## src/core/pofr_pkg.sv

```systemverilog
`default_nettype none
package pofr_pkg;
	// Register indices, byte address is four times the index
	localparam logic [5:0] IDX_IRQ_STATUS = 6'h0C;
	localparam logic [5:0] IDX_PROTO_OPT = 6'h10;
	localparam logic [5:0] IDX_RX_MIRROR = 6'h11;
	localparam logic [5:0] IDX_FIFO_THRESH = 6'h14;
	localparam logic [5:0] IDX_IRQ_CLEAR = 6'h1A;
	localparam logic [5:0] IDX_IRQ_ENABLE = 6'h1B;

	// Protocol option fields
	localparam int PO_PARITY_DIS = 5;
	localparam int PO_SLOT_GRID = 4;
	localparam int PO_RAW_TX = 3;
	localparam int PO_SHORT_REPLY = 2;
	localparam int PO_PLAIN_FRAMING = 1;
	localparam int PO_PULSE_SIX = 0;
	localparam logic [7:0] PO_WRITE_MASK = 8'h3F;
	localparam logic [7:0] PO_RESET = 8'h00;

	// FIFO threshold fields
	localparam int FT_HIGH_LSB = 2;
	localparam int FT_LOW_LSB = 0;
	localparam logic [7:0] FT_WRITE_MASK = 8'h0F;
	localparam logic [7:0] FT_RESET = 8'h00;

	// Interrupt status layout
	localparam int ST_TX_END = 7;
	localparam int ST_RX_START = 6;
	localparam int ST_FIFO = 5;
	localparam int ST_RX_END = 4;
	localparam int ST_COLL = 3;
	localparam int ST_PARITY = 2;
	localparam logic [7:0] ST_RESET = 8'h00;
	localparam logic [7:0] IRQ_EN_RESET = 8'h00;
	localparam logic [7:0] IRQ_GATE_MASK = 8'hBC;
	localparam int MIRROR_BIT = 0;

	// Collision pulse thresholds
	localparam logic [2:0] COLL_PULSES_SEVEN = 3'h7;
	localparam logic [2:0] COLL_PULSES_SIX = 3'h6;

	// FIFO levels in bytes
	localparam logic [7:0] FIFO_DEPTH = 8'h80;
	localparam logic [7:0] WM_HIGH_0 = 8'h7C;
	localparam logic [7:0] WM_HIGH_1 = 8'h78;
	localparam logic [7:0] WM_HIGH_2 = 8'h70;
	localparam logic [7:0] WM_HIGH_3 = 8'h60;
	localparam logic [7:0] WM_LOW_0 = 8'h04;
	localparam logic [7:0] WM_LOW_1 = 8'h08;
	localparam logic [7:0] WM_LOW_2 = 8'h10;
	localparam logic [7:0] WM_LOW_3 = 8'h20;

	// Next-slot grid
	localparam real CLK_PERIOD_NS = 25.0;
	localparam real SLOT_SHORT_US = 18.88;
	localparam real SLOT_LONG_US = 37.77;
	localparam logic [10:0] SLOT_SHORT_CYC = 11'(int'($ceil(SLOT_SHORT_US * 1000.0 / CLK_PERIOD_NS)));
	localparam logic [10:0] SLOT_LONG_CYC = 11'(int'($ceil(SLOT_LONG_US * 1000.0 / CLK_PERIOD_NS)));
	localparam logic [10:0] SLOT_ONE = 11'h001;

	typedef enum logic {
		SLOT_IDLE,
		SLOT_RUN
	} pofr_slot_state_type;
endpackage : pofr_pkg
`default_nettype wire

```

## src/core/pofr_cfg_if.sv

```systemverilog
`default_nettype none
interface pofr_cfg_if;
	logic parity_dis;
	logic pulse_six;
	logic [1:0] wm_high;
	logic [1:0] wm_low;
	modport src (output parity_dis, output pulse_six, output wm_high, output wm_low);
	modport dst (input parity_dis, input pulse_six, input wm_high, input wm_low);
endinterface : pofr_cfg_if
`default_nettype wire

```

## src/core/pofr_coll_count.sv

```systemverilog
`default_nettype none
module pofr_coll_count (
	// Clock and reset
	input wire logic clk_i,
	input wire logic rst_i,
	// Configuration
	pofr_cfg_if.dst cfg,
	// Subcarrier pulses
	input wire logic bit_window_i,
	input wire logic sub_pulse_i,
	output logic coll_err_o,
	output logic coll_evt_o
);
	import pofr_pkg::*;

	typedef struct packed {
		logic [2:0] cnt;
		logic err;
		logic evt;
	} pofr_coll_state_type;

	pofr_coll_state_type st;
	pofr_coll_state_type next_st;
	logic [2:0] limit;

	always_comb begin
		next_st = st;
		limit = cfg.pulse_six ? COLL_PULSES_SIX : COLL_PULSES_SEVEN;
		next_st.evt = 1'b0;
		if (bit_window_i) begin
			next_st.cnt = '0;
			next_st.err = 1'b0;
		end else if (sub_pulse_i && st.cnt < limit) begin
			next_st.cnt = st.cnt + 3'h1;
			if (next_st.cnt == limit) begin
				next_st.err = 1'b1;
				next_st.evt = 1'b1;
			end
		end
	end

	always_ff @(posedge clk_i) begin
		if (rst_i) begin
			st <= '0;
		end else begin
			st <= next_st;
		end
	end

	assign coll_err_o = st.err;
	assign coll_evt_o = st.evt;

	AST_COLL_COUNT: assert property (@(posedge clk_i) disable iff (rst_i)
		$rose(coll_err_o) |-> st.cnt == (cfg.pulse_six ? COLL_PULSES_SIX : COLL_PULSES_SEVEN))
		else $error("Collision error at wrong pulse count");
endmodule : pofr_coll_count
`default_nettype wire

```

## src/core/pofr_fifo_level.sv

```systemverilog
`default_nettype none
module pofr_fifo_level (
	// Clock and reset
	input wire logic clk_i,
	input wire logic rst_i,
	// Configuration
	pofr_cfg_if.dst cfg,
	// FIFO state
	input wire logic rx_busy_i,
	input wire logic tx_busy_i,
	input wire logic [7:0] fifo_count_i,
	output logic fifo_evt_o
);
	import pofr_pkg::*;

	typedef struct packed {
		logic above;
		logic below;
		logic evt;
	} pofr_level_state_type;

	pofr_level_state_type st;
	pofr_level_state_type next_st;

	function automatic logic [7:0] high_level(input logic [1:0] code);
		case (code)
			2'h0: high_level = WM_HIGH_0;
			2'h1: high_level = WM_HIGH_1;
			2'h2: high_level = WM_HIGH_2;
			default: high_level = WM_HIGH_3;
		endcase
	endfunction : high_level

	function automatic logic [7:0] low_level(input logic [1:0] code);
		case (code)
			2'h0: low_level = WM_LOW_0;
			2'h1: low_level = WM_LOW_1;
			2'h2: low_level = WM_LOW_2;
			default: low_level = WM_LOW_3;
		endcase
	endfunction : low_level

	always_comb begin
		next_st = st;
		next_st.above = rx_busy_i && (fifo_count_i >= high_level(cfg.wm_high));
		next_st.below = tx_busy_i && (fifo_count_i <= low_level(cfg.wm_low));
		next_st.evt = (next_st.above && !st.above) || (next_st.below && !st.below);
	end

	always_ff @(posedge clk_i) begin
		if (rst_i) begin
			st <= '0;
		end else begin
			st <= next_st;
		end
	end

	assign fifo_evt_o = st.evt;

	AST_WM_HIGH: assert property (@(posedge clk_i) disable iff (rst_i)
		(rx_busy_i && fifo_count_i >= high_level(cfg.wm_high) && !st.above) |=> fifo_evt_o)
		else $error("FIFO high level crossing gave no event");
	AST_WM_LOW: assert property (@(posedge clk_i) disable iff (rst_i)
		$rose(fifo_evt_o) |-> $past(rx_busy_i && fifo_count_i >= high_level(cfg.wm_high))
		|| $past(tx_busy_i && fifo_count_i <= low_level(cfg.wm_low)))
		else $error("FIFO event without a level crossing");
endmodule : pofr_fifo_level
`default_nettype wire

```

## src/core/pofr_top.sv

```systemverilog
// The Wishbone slave port was chosen for this implementation.
`default_nettype none
module pofr_top (
	// Clock, reset, enable
	input wire logic clk_i,
	input wire logic rst_i,
	input wire logic en_i,
	// Wishbone slave
	input wire logic wb_cyc_i,
	input wire logic wb_stb_i,
	input wire logic wb_we_i,
	input wire logic [7:0] wb_adr_i,
	input wire logic [3:0] wb_sel_i,
	input wire logic [31:0] wb_dat_i,
	output logic [31:0] wb_dat_o,
	output logic wb_ack_o,
	// Receive side
	input wire logic rx_sof_i,
	input wire logic rx_done_i,
	input wire logic rx_parity_err_i,
	input wire logic [7:0] rx_sel_code_i,
	output logic rx_short_reply_o,
	output logic rx_broken_byte_o,
	// Transmit side
	input wire logic tx_active_i,
	input wire logic tx_done_i,
	input wire logic tx_bit_req_i,
	input wire logic tx_fifo_bit_i,
	input wire logic tx_raw_bit_i,
	output logic tx_fifo_pop_o,
	output logic tx_encoder_bit_o,
	// Collision detection
	input wire logic bit_window_i,
	input wire logic sub_pulse_i,
	output logic coll_err_o,
	// FIFO and slot timing
	input wire logic [7:0] fifo_count_i,
	input wire logic next_slot_i,
	output logic slot_tick_o,
	// Interrupt
	output logic irq_o
);
	import pofr_pkg::*;

	localparam int SLOT_MAX_WAIT = 1600;

	typedef struct packed {
		logic ack;
		logic [31:0] dat;
		logic [7:0] proto;
		logic [7:0] thresh;
		logic [7:0] status;
		logic [7:0] irq_en;
		logic rx_busy;
		pofr_slot_state_type slot;
		logic [10:0] slot_cnt;
		logic slot_tick;
		logic enc_bit;
		logic broken;
	} pofr_top_state_type;

	pofr_top_state_type st;
	pofr_top_state_type next_st;
	pofr_cfg_if cfg ();
	logic rst_all;
	logic taken;
	logic [5:0] idx;
	logic wr;
	logic fifo_evt;
	logic coll_evt;
	logic [7:0] events;

	function automatic logic is_sel_code(input logic [7:0] code);
		is_sel_code = (code == 8'h93) || (code == 8'h95) || (code == 8'h97);
	endfunction : is_sel_code

	assign rst_all = rst_i || !en_i;
	assign taken = wb_cyc_i && wb_stb_i && !st.ack;
	assign idx = wb_adr_i[7:2];
	assign wr = taken && wb_we_i && wb_sel_i[0];

	assign cfg.parity_dis = st.proto[PO_PARITY_DIS];
	assign cfg.pulse_six = st.proto[PO_PULSE_SIX];
	assign cfg.wm_high = st.thresh[FT_HIGH_LSB +: 2];
	assign cfg.wm_low = st.thresh[FT_LOW_LSB +: 2];

	pofr_fifo_level u_level (
		.clk_i(clk_i),
		.rst_i(rst_all),
		.cfg(cfg.dst),
		.rx_busy_i(st.rx_busy),
		.tx_busy_i(tx_active_i),
		.fifo_count_i(fifo_count_i),
		.fifo_evt_o(fifo_evt)
	);

	pofr_coll_count u_coll (
		.clk_i(clk_i),
		.rst_i(rst_all),
		.cfg(cfg.dst),
		.bit_window_i(bit_window_i),
		.sub_pulse_i(sub_pulse_i),
		.coll_err_o(coll_err_o),
		.coll_evt_o(coll_evt)
	);

	always_comb begin
		next_st = st;
		events = '0;
		events[ST_TX_END] = tx_done_i;
		events[ST_RX_START] = rx_sof_i;
		events[ST_FIFO] = fifo_evt;
		events[ST_RX_END] = rx_done_i;
		events[ST_COLL] = coll_evt;
		events[ST_PARITY] = rx_parity_err_i && st.rx_busy && !cfg.parity_dis;

		// Reception in progress
		if (rx_sof_i) begin
			next_st.rx_busy = 1'b1;
		end else if (rx_done_i) begin
			next_st.rx_busy = 1'b0;
			next_st.status[ST_RX_START] = 1'b0;
		end

		// Bus handshake and register access
		next_st.ack = taken;
		if (taken) begin
			next_st.dat = '0;
			case (idx)
				IDX_IRQ_STATUS: begin
					next_st.dat[7:0] = st.status;
					if (!wb_we_i) begin
						next_st.status = '0;
					end
				end
				IDX_PROTO_OPT: next_st.dat[7:0] = st.proto;
				IDX_RX_MIRROR: next_st.dat[MIRROR_BIT] = st.status[ST_RX_START];
				IDX_FIFO_THRESH: next_st.dat[7:0] = st.thresh;
				IDX_IRQ_ENABLE: next_st.dat[7:0] = st.irq_en;
				default: next_st.dat = '0;
			endcase
		end
		if (wr) begin
			case (idx)
				IDX_PROTO_OPT: next_st.proto = wb_dat_i[7:0] & PO_WRITE_MASK;
				IDX_FIFO_THRESH: next_st.thresh = wb_dat_i[7:0] & FT_WRITE_MASK;
				IDX_IRQ_CLEAR: next_st.status = next_st.status & ~wb_dat_i[7:0];
				IDX_IRQ_ENABLE: next_st.irq_en = wb_dat_i[7:0] & IRQ_GATE_MASK;
				default: next_st.proto = next_st.proto;
			endcase
		end
		// Set wins over any clear in the same cycle
		next_st.status = next_st.status | events;

		// Next-slot grid timer
		next_st.slot_tick = 1'b0;
		case (st.slot)
			SLOT_IDLE: begin
				if (next_slot_i) begin
					next_st.slot = SLOT_RUN;
					next_st.slot_cnt = st.proto[PO_SLOT_GRID] ? SLOT_LONG_CYC : SLOT_SHORT_CYC;
				end
			end
			SLOT_RUN: begin
				if (st.slot_cnt == SLOT_ONE) begin
					next_st.slot = SLOT_IDLE;
					next_st.slot_tick = 1'b1;
				end
				next_st.slot_cnt = st.slot_cnt - SLOT_ONE;
			end
			default: next_st.slot = SLOT_IDLE;
		endcase

		// Transmit bit source
		if (tx_bit_req_i) begin
			next_st.enc_bit = st.proto[PO_RAW_TX] ? tx_raw_bit_i : tx_fifo_bit_i;
		end

		// Anticollision framing
		next_st.broken = !st.proto[PO_PLAIN_FRAMING] && is_sel_code(rx_sel_code_i);
	end

	always_ff @(posedge clk_i) begin
		if (rst_all) begin
			st <= '0;
			st.proto <= PO_RESET;
			st.thresh <= FT_RESET;
			st.status <= ST_RESET;
			st.irq_en <= IRQ_EN_RESET;
			st.slot <= SLOT_IDLE;
		end else begin
			st <= next_st;
		end
	end

	assign wb_ack_o = st.ack;
	assign wb_dat_o = st.dat;
	assign rx_short_reply_o = st.proto[PO_SHORT_REPLY];
	assign rx_broken_byte_o = st.broken;
	assign tx_fifo_pop_o = tx_bit_req_i && !st.proto[PO_RAW_TX];
	assign tx_encoder_bit_o = st.enc_bit;
	assign slot_tick_o = st.slot_tick;
	assign irq_o = |(st.status & st.irq_en & IRQ_GATE_MASK);

	AST_PARITY_OFF: assert property (@(posedge clk_i) disable iff (rst_all)
		$rose(st.status[ST_PARITY]) |-> $past(!st.proto[PO_PARITY_DIS] && rx_parity_err_i))
		else $error("Parity error reported while checking disabled");

	AST_SLOT_LOAD: assert property (@(posedge clk_i) disable iff (rst_all)
		(st.slot == SLOT_IDLE && next_slot_i) |=> st.slot_cnt
		== ($past(st.proto[PO_SLOT_GRID]) ? SLOT_LONG_CYC : SLOT_SHORT_CYC))
		else $error("Slot timer loaded with wrong grid");

	// Cycles spent in the running state
	logic [10:0] slot_age;

	always_ff @(posedge clk_i) begin
		if (rst_all || st.slot != SLOT_RUN) begin
			slot_age <= '0;
		end else begin
			slot_age <= slot_age + SLOT_ONE;
		end
	end

	AST_SLOT_WAIT: assert property (@(posedge clk_i) disable iff (rst_all)
		(st.slot == SLOT_RUN) |-> slot_age < 11'(SLOT_MAX_WAIT))
		else $error("Slot tick never came");

	AST_RAW_TX: assert property (@(posedge clk_i) disable iff (rst_all)
		(tx_bit_req_i && st.proto[PO_RAW_TX]) |=> tx_encoder_bit_o == $past(tx_raw_bit_i))
		else $error("Raw transmit bit not passed to encoder");

	AST_SHORT_REPLY: assert property (@(posedge clk_i) disable iff (rst_all)
		(wr && idx == IDX_PROTO_OPT) |=> rx_short_reply_o == $past(wb_dat_i[PO_SHORT_REPLY]))
		else $error("Short reply select did not follow write");

	AST_BROKEN: assert property (@(posedge clk_i) disable iff (rst_all)
		(is_sel_code(rx_sel_code_i) && !st.proto[PO_PLAIN_FRAMING]) |=> rx_broken_byte_o)
		else $error("Select code not framed with broken bytes");

	AST_MIRROR: assert property (@(posedge clk_i) disable iff (rst_all)
		(taken && !wb_we_i && idx == IDX_RX_MIRROR)
		|=> wb_ack_o && wb_dat_o[MIRROR_BIT] == $past(st.status[ST_RX_START]))
		else $error("Mirror bit differs from receive-start flag");

	AST_SOF_NO_IRQ: assert property (@(posedge clk_i) disable iff (rst_all)
		(rx_sof_i && st.status == ST_RESET && !events[ST_TX_END] && !events[ST_FIFO]
		&& !(|events[ST_RX_END:ST_PARITY])) |=> st.status[ST_RX_START] && !irq_o)
		else $error("Receive start raised the interrupt");

	AST_THRESH_RST: assert property (@(posedge clk_i)
		(rst_i || !en_i) |=> st.thresh == FT_RESET)
		else $error("Threshold register not cleared");

	AST_FIFO_STATUS: assert property (@(posedge clk_i) disable iff (rst_all)
		fifo_evt |=> st.status[ST_FIFO])
		else $error("FIFO event not latched");

	AST_READ_CLEAR: assert property (@(posedge clk_i) disable iff (rst_all)
		(taken && !wb_we_i && idx == IDX_IRQ_STATUS && events == ST_RESET)
		|=> st.status == ST_RESET && !irq_o)
		else $error("Status read did not clear the interrupt");

	AST_RESERVED: assert property (@(posedge clk_i) disable iff (rst_all)
		(wb_ack_o && (idx == IDX_PROTO_OPT || idx == IDX_FIFO_THRESH))
		|-> wb_dat_o[31:6] == 26'h0000000)
		else $error("Reserved bits read nonzero");
endmodule : pofr_top
`default_nettype wire

```

## config.mk

```make
export PLATFORM = sky130hd
export DESIGN_NAME = pofr_top
export DESIGN_NICKNAME = d
export VERILOG_FILES = /design/src/core/pofr_pkg.sv /design/src/core/pofr_cfg_if.sv /design/src/core/pofr_coll_count.sv /design/src/core/pofr_fifo_level.sv /design/src/core/pofr_top.sv
export SDC_FILE = /design/constraint.sdc
export NUM_CORES = 1
export LEC_CHECK = 0
export BUFFER_PORTS_ARGS = -buffer_cell sky130_fd_sc_hd__buf_2
export CORE_ASPECT_RATIO = 1.4
export CORE_UTILIZATION = 49
export CTS_CLUSTER_SIZE = 25
export DETAILED_ROUTE_END_ITERATION = 16
export GPL_ROUTABILITY_DRIVEN = 1
export HOLD_SLACK_MARGIN = 0.05
export PLACE_DENSITY_LB_ADDON = 0.25
export SLEW_MARGIN = 20
export SYNTH_ARGS = -nofsm -noshare
export SYNTH_HDL_FRONTEND = slang
export SYNTH_SLANG_ARGS = --single-unit
```

## constraint.sdc

```tcl
create_clock -name clk_i -period 2.15 [get_ports clk_i]
set_input_delay 0.215 -clock clk_i [delete_from_list [all_inputs] [get_ports clk_i]]
set_output_delay 0.215 -clock clk_i [all_outputs]
set_load 0.005 [all_outputs]
```

* After elaboration in Yosys (flattened, before gate mapping)
Index checks and enable logic that the tools add are counted.
** Cells by class
- $add $sub $neg :: 2
- $lt $le $gt $ge :: 3
- Eq/ne operators :: 16
- Multiplexer cells :: 22
- Bitwise gates (word level) :: 6
- Reduce and logical (&&, ||, !) cells :: 35
** Operator list (number)
- $mux 8 :: 5
- $eq 6x5->1 const B :: 5
- $pmux 7 s4 :: 1
- $eq 8x8->1 const B :: 3
- $pmux 12 s2 :: 1
- $pmux 6 s3 :: 1
- $and 8x8->8 :: 2
- $mux 16 :: 1
- $pmux 5 s3 :: 1
- $logic_and 1x1->1 :: 13
- $mux 12 :: 1
- $eq 11x1->1 const B :: 1
- $mux 11 :: 1
- $sub 11x1->11 const B :: 1
- $mux 1 :: 9
- $ge 8x7->1 :: 1
- $le 8x6->1 :: 1
- $not 8->8 :: 1
- $or 8x8->8 :: 1
- $reduce_and 2->1 :: 4
- $logic_not 1->1 :: 7
- $eq 6x4->1 const B :: 1
- $reduce_or 5->1 :: 1
- $eq 2x1->1 const B :: 2
- 12 further kinds :: 19
** Storage, ports and cells
- Register bits after elaboration :: 56
- Input port bits :: 77
- Logic and storage cells :: 102

* Depth between registers and ports, before layout
Gate-level depths: netlist of the first run.
- Word-level depth :: 9
- Mapped depth :: 6
- Depth with buffers taken out :: 6

* By module
Synthesis of the first run repeated with hierarchy kept, for this count alone.
** Second synthesis, totals
- Cells, all modules :: 350
- Area, all modules :: 3078.0 sq um
** Modules (own cells, without submodules)
- pofr_top :: instances 1, cells an instance 288, area an instance 2519.9 sq um, sequential area each 960.9 sq um
- pofr_fifo_level :: instances 1, cells an instance 36, area an instance 311.5 sq um, sequential area each 60.1 sq um
- pofr_coll_count :: instances 1, cells an instance 26, area an instance 246.5 sq um, sequential area each 100.1 sq um

* Worst setup path before layout of the first run
No wires, ideal clock.
- Path type :: flip-flop to flip-flop
- Start :: reg st[3] in the netlist's numbering
- End :: reg st[10] in the netlist's numbering
- Library setup time :: 65 ps
- Arrival time :: 1590 ps
- Data required time :: 2085 ps
- Path slack :: 495 ps
- Stages on the path, launching flop included :: 5
- Clock period less this slack :: 1655 ps
- Cells stage by stage :: dfxtp_1 > or4b_2 > nor3_1 > mux2_2 > nor2_1
** On the way
- Cells in the longest elaborated chain, start to end :: 2
** Ends and longest elaborated chain
- start, declared :: line pofr_top.sv:62 : pofr_top_state_type st;
- start signal, assigned :: line pofr_top.sv:192 : st <= next_st;
- $sub 11x1->11 :: line pofr_top.sv:169 : next_st.slot_cnt = st.slot_cnt - SLOT_ONE;
- $pmux 12 s2 :: line pofr_top.sv:157 : case (st.slot)
No other way between the ends.
A chain may end at the register's enable or synchronous reset.

* Worst setup path in the final report of the first run
- Start :: reg u_coll.st[2] in the netlist's numbering
- End :: reg u_coll.st (netlist bit u_coll.coll_err_o)
** On the way
- Cells in the longest elaborated chain, start to end :: 3
** Ends and longest elaborated chain
- start, declared :: line pofr_coll_count.sv:22 : pofr_coll_state_type st;
- start signal, assigned :: line pofr_coll_count.sv:46 : st <= next_st;
- $add 3x1->3 or $lt 3x3->1 (tied branches) :: line pofr_coll_count.sv:34, pofr_coll_count.sv:33
- $eq 3x3->1 or $logic_and 1x1->1 (tied branches) :: line pofr_coll_count.sv:35, pofr_coll_count.sv:33
- $reduce_and 2->1 (no source line) *
Every way passes the cells marked *; elsewhere a longest branch is shown, timed or not.

==> results of run 1 <==
==> layout by cell type, fill, tap and decap left out, drive strengths merged, types with 7 or more instances in the layout <==
master / Yosys / layout
buf: 34 / 70
dfxtp: 56 / 56
nor2: 34 / 34
conb: 1 / 24
mux2i: 18 / 18
inv: 16 / 16
nand2: 14 / 14
nor3: 14 / 14
ha: 11 / 11
a21oi: 10 / 10
o21ai: 10 / 10
a211oi: 9 / 9
nand3: 9 / 9
nand2b: 7 / 7
clkbuf: 8 / 7
==> final cells by class <==
type | instances | area share (%)
Clock inverter | 1 | 0.219
Inverter | 16 | 1.76
Multi-Input combinational cell | 248 | 49.4
Clock buffer | 7 | 2.52
Tap cell | 70 | 2.56
Sequential cell | 56 | 32.8
Timing Repair Buffer | 70 | 10.8
==> critical path, delay by kind of cell (launching register included) <==
family | cells | cell delay [ns]
flops | 1 | 0.33
buf+inv | 1 | 0.09
fa+ha+maj | 1 | 0.18
simple gates | 1 | 0.70
compound gates | 2 | 0.45
==> flip-flops by register name, summed over array words and instances (netlist names) <==
name and flops:
u_coll.coll_err_o 1, u_coll.st 3, tx_encoder_bit_o 1, rx_broken_byte_o 1, u_coll.coll_evt_o 1, wb_ack_o 1
cfg.wm_high 2, cfg.parity_dis 1, slot_tick_o 1, rx_short_reply_o 1, cfg.pulse_six 1, st 29
u_level.st 2, wb_dat_o 8, cfg.wm_low 2, u_level.fifo_evt_o 1
==> through the flow <==
| step | area [um^2] | hold slack, ns | std cells |
|---|---|---|---|
| 6_report | 3420 | 0.0611 | 468 |
| 5_1_grt | 3420 | 0.0560 | 468 |
| 4_1_cts | 3420 | 0.0517 | 468 |
| 3_5_place_dp | 3330 | 0.384 | 460 |
| 3_3_place_gp | 3330 | 0.381 | 460 |
| 2_1_floorplan | 3150 | 0.288 | 362 |
==> cells by family after synthesis <==
| kind of cell | after synthesis | synth area share [%] |
|---|---|---|
| AOI/OAI and AO/OA | 64 | 15.0 |
| muxes | 20 | 6.61 |
| adders and majority gates | 11 | 4.49 |
| other | 1 | 0.122 |
| xor gates and xnor gates | 4 | 1.14 |
| and+or+nand+nor | 125 | 24.9 |
| DFF | 56 | 36.6 |
| buffers and inverters | 58 | 11.1 |
==> power by group through the flow <==
stage | clock, mW | combinational, mW | sequential [mW]
CTS | 0.611 | 0.238 | 1.07
floorplan | 0 | 0.171 | 1.09
global placement | 0 | 0.232 | 1.09
global route | 0.652 | 0.269 | 1.07
detailed placement | 0 | 0.238 | 1.09
finish | 0.599 | 0.239 | 1.07
==> per-layer routing <==
| layer | vias up | GRT usage [%] | share of wire (%) |
|---|---|---|---|
| met1 | 1225 | 26.4 | 42 |
| met5 | - | 0 | 0 |
| li1 | 1291 | - | - |
| met3 | 14 | 3.95 | 4.2 |
| met2 | 74 | 39.4 | 51 |
| met4 | 0 | 9.18 | 2.4 |
==> cells in the mapped netlist (9+ instances only) <==
| cell type | count | area share, % |
|---|---|---|
| mux2i_1 | 18 | 5.9 |
| inv_1 | 16 | 2.0 |
| o21ai_0 | 10 | 1.6 |
| a211oi_1 | 9 | 2.2 |
| dfxtp_1 | 56 | 37 |
| ha_1 | 11 | 4.5 |
| nand3_1 | 9 | 1.5 |
| buf_4 | 32 | 7.8 |
| nor3_1 | 14 | 2.3 |
| a21oi_1 | 10 | 1.6 |
| nor2_1 | 34 | 4.2 |
| nand2_1 | 14 | 1.7 |
==> path summary, 6_finish.rpt <==
check / start / to
worst min-delay path: rx_sel_code_i[5] / rx_broken_byte_o$_SDFF_PP0_
worst max-delay path: u_coll.st[2]$_SDFFE_PP0P_ / u_coll.coll_err_o$_SDFFE_PP0P_
worst max register to register: u_coll.st[2]$_SDFFE_PP0P_ / u_coll.coll_err_o$_SDFFE_PP0P_
worst min register to register: u_level.st[2]$_SDFF_PP0_ / u_level.fifo_evt_o$_SDFF_PP0_
==> metrics.md, run 1 <==
| Metric | Value |
|---|---|
| Status | `finished, final reports clean` |
| Tot Pwr | `1.91 mW` |
| Tcrit/Tclk final | `85.1%` |
| DR DRC count | `0` |
| Row count | `33` |
| Setup violators final | `0` |
| Sw Share | `25.7%` |
| Die Span Y | `95.6 um` |
| CTS Sinks | `56` |
| Post-Place Worst Slack | `0.351 ns` |
| Max-Cap Viols | `0` |
| DRT iter0 DRCs | `129` |
| Crit path max-delay cell type | `or4b_2` |
| Inserted Diodes | `0` |
| Clk buf depth | `2` |
| Post-layout min period | `1.83 ns` |
| Kind of critical path | `reg2reg` |
| Worst setup margin | `0.321 ns` |
| Worst-Margin Slew | `0.520 ns` |
| Sum of negative setup slack | `0 ns` |
| YS warnings | `0` |
| GPL Wtd Cong | `0.876` |
| CP Max Fanout | `3` |
| Tot GR Track Use | `22.5%` |
| CTS Root Cell | `clkbuf_8` |
| Critical path endpoint category | `flop` |
| Fraction of registers with async set/reset | `0%` |
| Internal Power | `1.42 mW` |
| Core area | `0.00595 mm^2` |
| Max_slew headroom | `65.1%` |
| Cells after Synth | `339` |
| PwrDens | `558 mW/mm^2` |
| Grt ovf | `0` |
| Seq/Total Area, Yosys | `36.6%` |
| CTS clk-pin slew, worst paths | `0.09 ns` |
| Vias in the first global route | `2379` |
| Final WL | `6920 um` |
| Syn avg cell area | `9.04 um^2` |
| Routed length per instance | `14.8 um` |
| Reg2reg setup slack | `0.32 ns` |
| Maximum VDD drop | `0.000339 V` |
| Initial Util | `51.5%` |
| RSZ-0062 raised after global routing | `no` |
| Critical path required time | `2.37 ns` |
| Crit path DAT | `2.05 ns` |
| Layout area overhead | `11.6%` |
| Final HPWL DP | `5370 um` |
| I/O Pins | `117` |
| Min-delay worst type | `in2reg` |
| Detail Route Antenna Nets | `0` |
| Util after Layout | `57.5%` |
| Hold Path Depth | `2` |
| Synthesized cell area | `0.00306 mm^2` |
| Clock power frac | `31.4%` |
| Post-synth EDFFs | `0` |
| H-tree Lvls | `2` |
| Port bufs | `63` |
| Clock buffer count from CTS | `5` |
| Number of antenna violations at the first check in global routing | `0` |
| Largest net degree at the start of global routing | `20` |
| Layout cells sized above 1 | `22.9%` |
| Seq. cell area | `0.00112 mm^2` |
| Startpoint types | `flop` |
| Critical path's largest stage delay | `0.70 ns` |
| Number of distinct library cells after synthesis | `64` |
| Ys flop type | `dfxtp_1` |
| Synth Register Bits | `56` |
| Clk_lat worst skew | `0.31 ns` |
| Nets | `485` |
| Multi-input logic area | `0.00169 mm^2` |
| Fill cell count | `585` |
| Setup bufs post-CTS | `0` |
| Worst-path cell chain | `inv_1 -> ha_1 -> o21ai_0 -> or4b_2 -> a211oi_1` |
| CTS tree | `yes` |
| Endpoints failing hold | `0` |
| Post-CTS Resized | `0` |
| Clock Skews | `0.00341 ns` |
| Via Count | `2604` |
| Seq pwr share | `56.1%` |
| First-pass GRT wire length | `10900 um` |
| Die footprint | `0.00658 mm^2` |
| Leakage | `1.38 nW` |
| Worst reg2reg path depth | `5` |
| Logic pwr share | `12.5%` |
| Pins Over Slew Limit | `0` |
| DRT Pass-1 Iters | `5` |
| F_max | `547 MHz` |
| Via density | `5.56` |
| Overall die width | `68.8 um` |
| Switching power | `0.490 mW` |
| Hold_buf cts | `0` |
Note: power is estimated with default switching activity, not from simulation.
==> run 2, diff against run 1 <==
Settings changed: PLACE_DENSITY from default to 0.8, PLACE_DENSITY_LB_ADDON 0.25 to default.
==> run 2 against run 1 <==
Compared with the run above:
- design area rose by 1.3%
- hold slack lost 0.0019 ns
- sequential share of layout area decreased by 0.43 points
- first-iteration DRC count is 50% higher
- sequential cell count did not move
- via count rose by 1.3%
==> metrics.md, run 2 (same netlist as run 1, synthesis figures left out) <==
| Metric | Value |
|---|---|
| Initial Util | `51.5% (unchanged)` |
| Kind of critical path | `reg2reg` |
| Startpoint types | `flop` |
| Grt ovf | `0 (unchanged)` |
| GPL Wtd Cong | `0.904 (+3.2%)` |
| I/O Pins | `117 (unchanged)` |
| Clock Skews | `0.00678 ns (+0.00337 ns)` |
| Min-delay worst type | `in2reg` |
| Maximum VDD drop | `0.000446 V (+31%)` |
| Multi-input logic area | `0.00169 mm^2 (unchanged)` |
| Most common cell after layout, fill and taps aside | `buf_2` |
| Min-delay src | `rx_sel_code_i[5]` |
| Die Span Y | `95.6 um (unchanged)` |
| Number of antenna violations at the first check in global routing | `0 (unchanged)` |
| Pins Over Slew Limit | `0 (unchanged)` |
| Post-layout min period | `1.83 ns (-0.00345 ns)` |
| Fill cell count | `552 (-5.6%)` |
| Vias in the first global route | `2463 (+3.5%)` |
| Critical path required time | `2.37 ns (about the same)` |
| Seq. cell area | `0.00112 mm^2 (unchanged)` |
| Endpoints failing hold | `0 (unchanged)` |
| DRT Pass-1 Iters | `4 (-1)` |
| Detail Route Antenna Nets | `0 (unchanged)` |
| Port bufs | `63 (unchanged)` |
| Row count | `33 (unchanged)` |
| CP Max Fanout | `3 (unchanged)` |
| Final HPWL DP | `5240 um (-2.4%)` |
| Sum of negative setup slack | `0 ns (unchanged)` |
| Routed length per instance | `14.6 um (-0.95%)` |
| Max_slew headroom | `63.4% (-1.7 points)` |
| Tot Pwr | `2.10 mW (+9.8%)` |
| Biggest register | `st` |
| CTS Sinks | `56 (unchanged)` |
| CTS tree | `yes` |
| F_max | `548 MHz (+0.19%)` |
| CTS clk-pin slew, worst paths | `0.10 ns (about the same)` |
| Final WL | `6850 um (-0.95%)` |
| Die footprint | `0.00658 mm^2 (unchanged)` |
| RSZ-0062 raised after global routing | `no` |
| PwrDens | `605 mW/mm^2 (+8.4%)` |
| Status | `finished, final reports clean` |
| Via density | `5.64 (+1.3%)` |
| Setup violators final | `0 (unchanged)` |
| First-pass GRT wire length | `11000 um (+0.76%)` |
| DR DRC count | `0 (unchanged)` |
| Tot GR Track Use | `22.4% (-0.15 points)` |
| Leakage | `1.41 nW (+1.8%)` |
| Most frequent cells in the layout | `buf_2 (63), dfxtp_1 (56), nor2_1 (34)` |
| Layout area overhead | `13.1%` |
| Clock buffer count from CTS | `5 (unchanged)` |
| Critical path endpoint category | `flop` |
| Core area | `0.00595 mm^2 (unchanged)` |
| Max-Cap Viols | `0 (unchanged)` |
| Reg-to-Reg Start | `u_coll.st[2]$_SDFFE_PP0P_` |
| H-tree Lvls | `2 (unchanged)` |
| Critical path's largest stage delay | `0.71 ns (about the same)` |
| Largest register FFs | `29 (unchanged)` |
| Largest net degree at the start of global routing | `32 (+60%)` |
| Layout cells sized above 1 | `22.9% (unchanged)` |
| Nets | `486 (+0.21%)` |
| Crit path max-delay cell type | `or4b_2` |
| Clk_lat worst skew | `0.30 ns (about the same)` |
| Inserted Diodes | `0 (unchanged)` |
| DRT iter0 DRCs | `193 (+50%)` |
| Via Count | `2639 (+1.3%)` |
| Tcrit/Tclk final | `84.9% (-0.16 points)` |
| Overall die width | `68.8 um (unchanged)` |
| Crit path DAT | `2.05 ns (about the same)` |
| Worst-Margin Slew | `0.545 ns (+0.0259 ns)` |
| Clk buf depth | `2 (unchanged)` |
| Setup crit start | `u_coll.st[2]$_SDFFE_PP0P_` |
| CTS Root Cell | `clkbuf_8` |
| Worst-path cell chain | `inv_1 -> ha_1 -> o21ai_0 -> or4b_2 -> a211oi_1` |
-- run 2: changes by cell type in the layout (fill, tap and decap cells not counted) --
| cell | before | now |
|---|---|---|
| clkbuf_8 | 6 | 5 |
| clkbuf_1 | 1 | 0 |
| bufinv_16 | 0 | 2 |
| dlygate4sd3_1 | 0 | 1 |
| clkinvlp_4 | 1 | 0 |
-- run 2: report_power, final --
group / internal [mW] / total, mW / switching, mW
clock: 0.459 / 0.789 / 0.330
combinational: 0.102 / 0.237 / 0.135
sequential: 1.05 / 1.07 / 0.0161
-- run 2: timing repair --
item	CTS	global route
hold buffers	0	1
resized for setup	0	0
buffers inserted	0	0
endpoints found under the hold margin	0	1
-- run 2: cell type report --
cell class	instances	share of cell area (%)
clock inverter	2	1.73
timing repair buffer	71	10.9
sequential	56	32.3
clock buffer	5	1.99
tap	70	2.53
inverter	16	1.73
multi-input combinational	248	48.8
-- run 2: final timing paths --
| check | to | slack [ns] | cells past startpoint |
|---|---|---|---|
| setup / recovery | u_coll.coll_err_o$_SDFFE_PP0P_ | 0.32 | 5 |
| hold / removal | rx_broken_byte_o$_SDFF_PP0_ | 0.06 | 2 |
| setup reg to reg | u_coll.coll_err_o$_SDFFE_PP0P_ | 0.32 | 5 |
| hold reg to reg | u_level.fifo_evt_o$_SDFF_PP0_ | 0.43 | 1 |
-- run 2: stage by stage --
| step | cell area (um^2) | hold WS, ns | std cells | util [%] | setup slack (ns) |
|---|---|---|---|---|---|
| floorplan | 3150 | 0.288 | 362 | - | 0.495 |
| global placement | 3330 | 0.380 | 460 | 56.0 | 0.394 |
| detailed placement | 3330 | 0.381 | 460 | 56.0 | 0.344 |
| CTS | 3460 | 0.0518 | 467 | 58.1 | 0.326 |
| global route | 3470 | 0.0568 | 468 | 58.3 | 0.155 |
| finish | 3470 | 0.0592 | 468 | 58.3 | 0.324 |
-- run 2: routing by layer --
layer	vias up	wire length (um)	part of all wire, %	GRT usage [%]
met3	12	340	5.0	4.67
li1	1291	-	-	-
met2	81	3580	52	39.6
met1	1255	2820	41	26.0
met4	0	109	1.6	7.48
met5	-	0	0	0
-- run 2: critical path: cells and delay by family, from the launching register on --
kind / cells / cell delay [ns]
AOI/OAI and AO/OA: 2 / 0.45
buffers and inverters: 1 / 0.08
and+or+nand+nor: 1 / 0.71
DFF: 1 / 0.32
adders and majority gates: 1 / 0.18
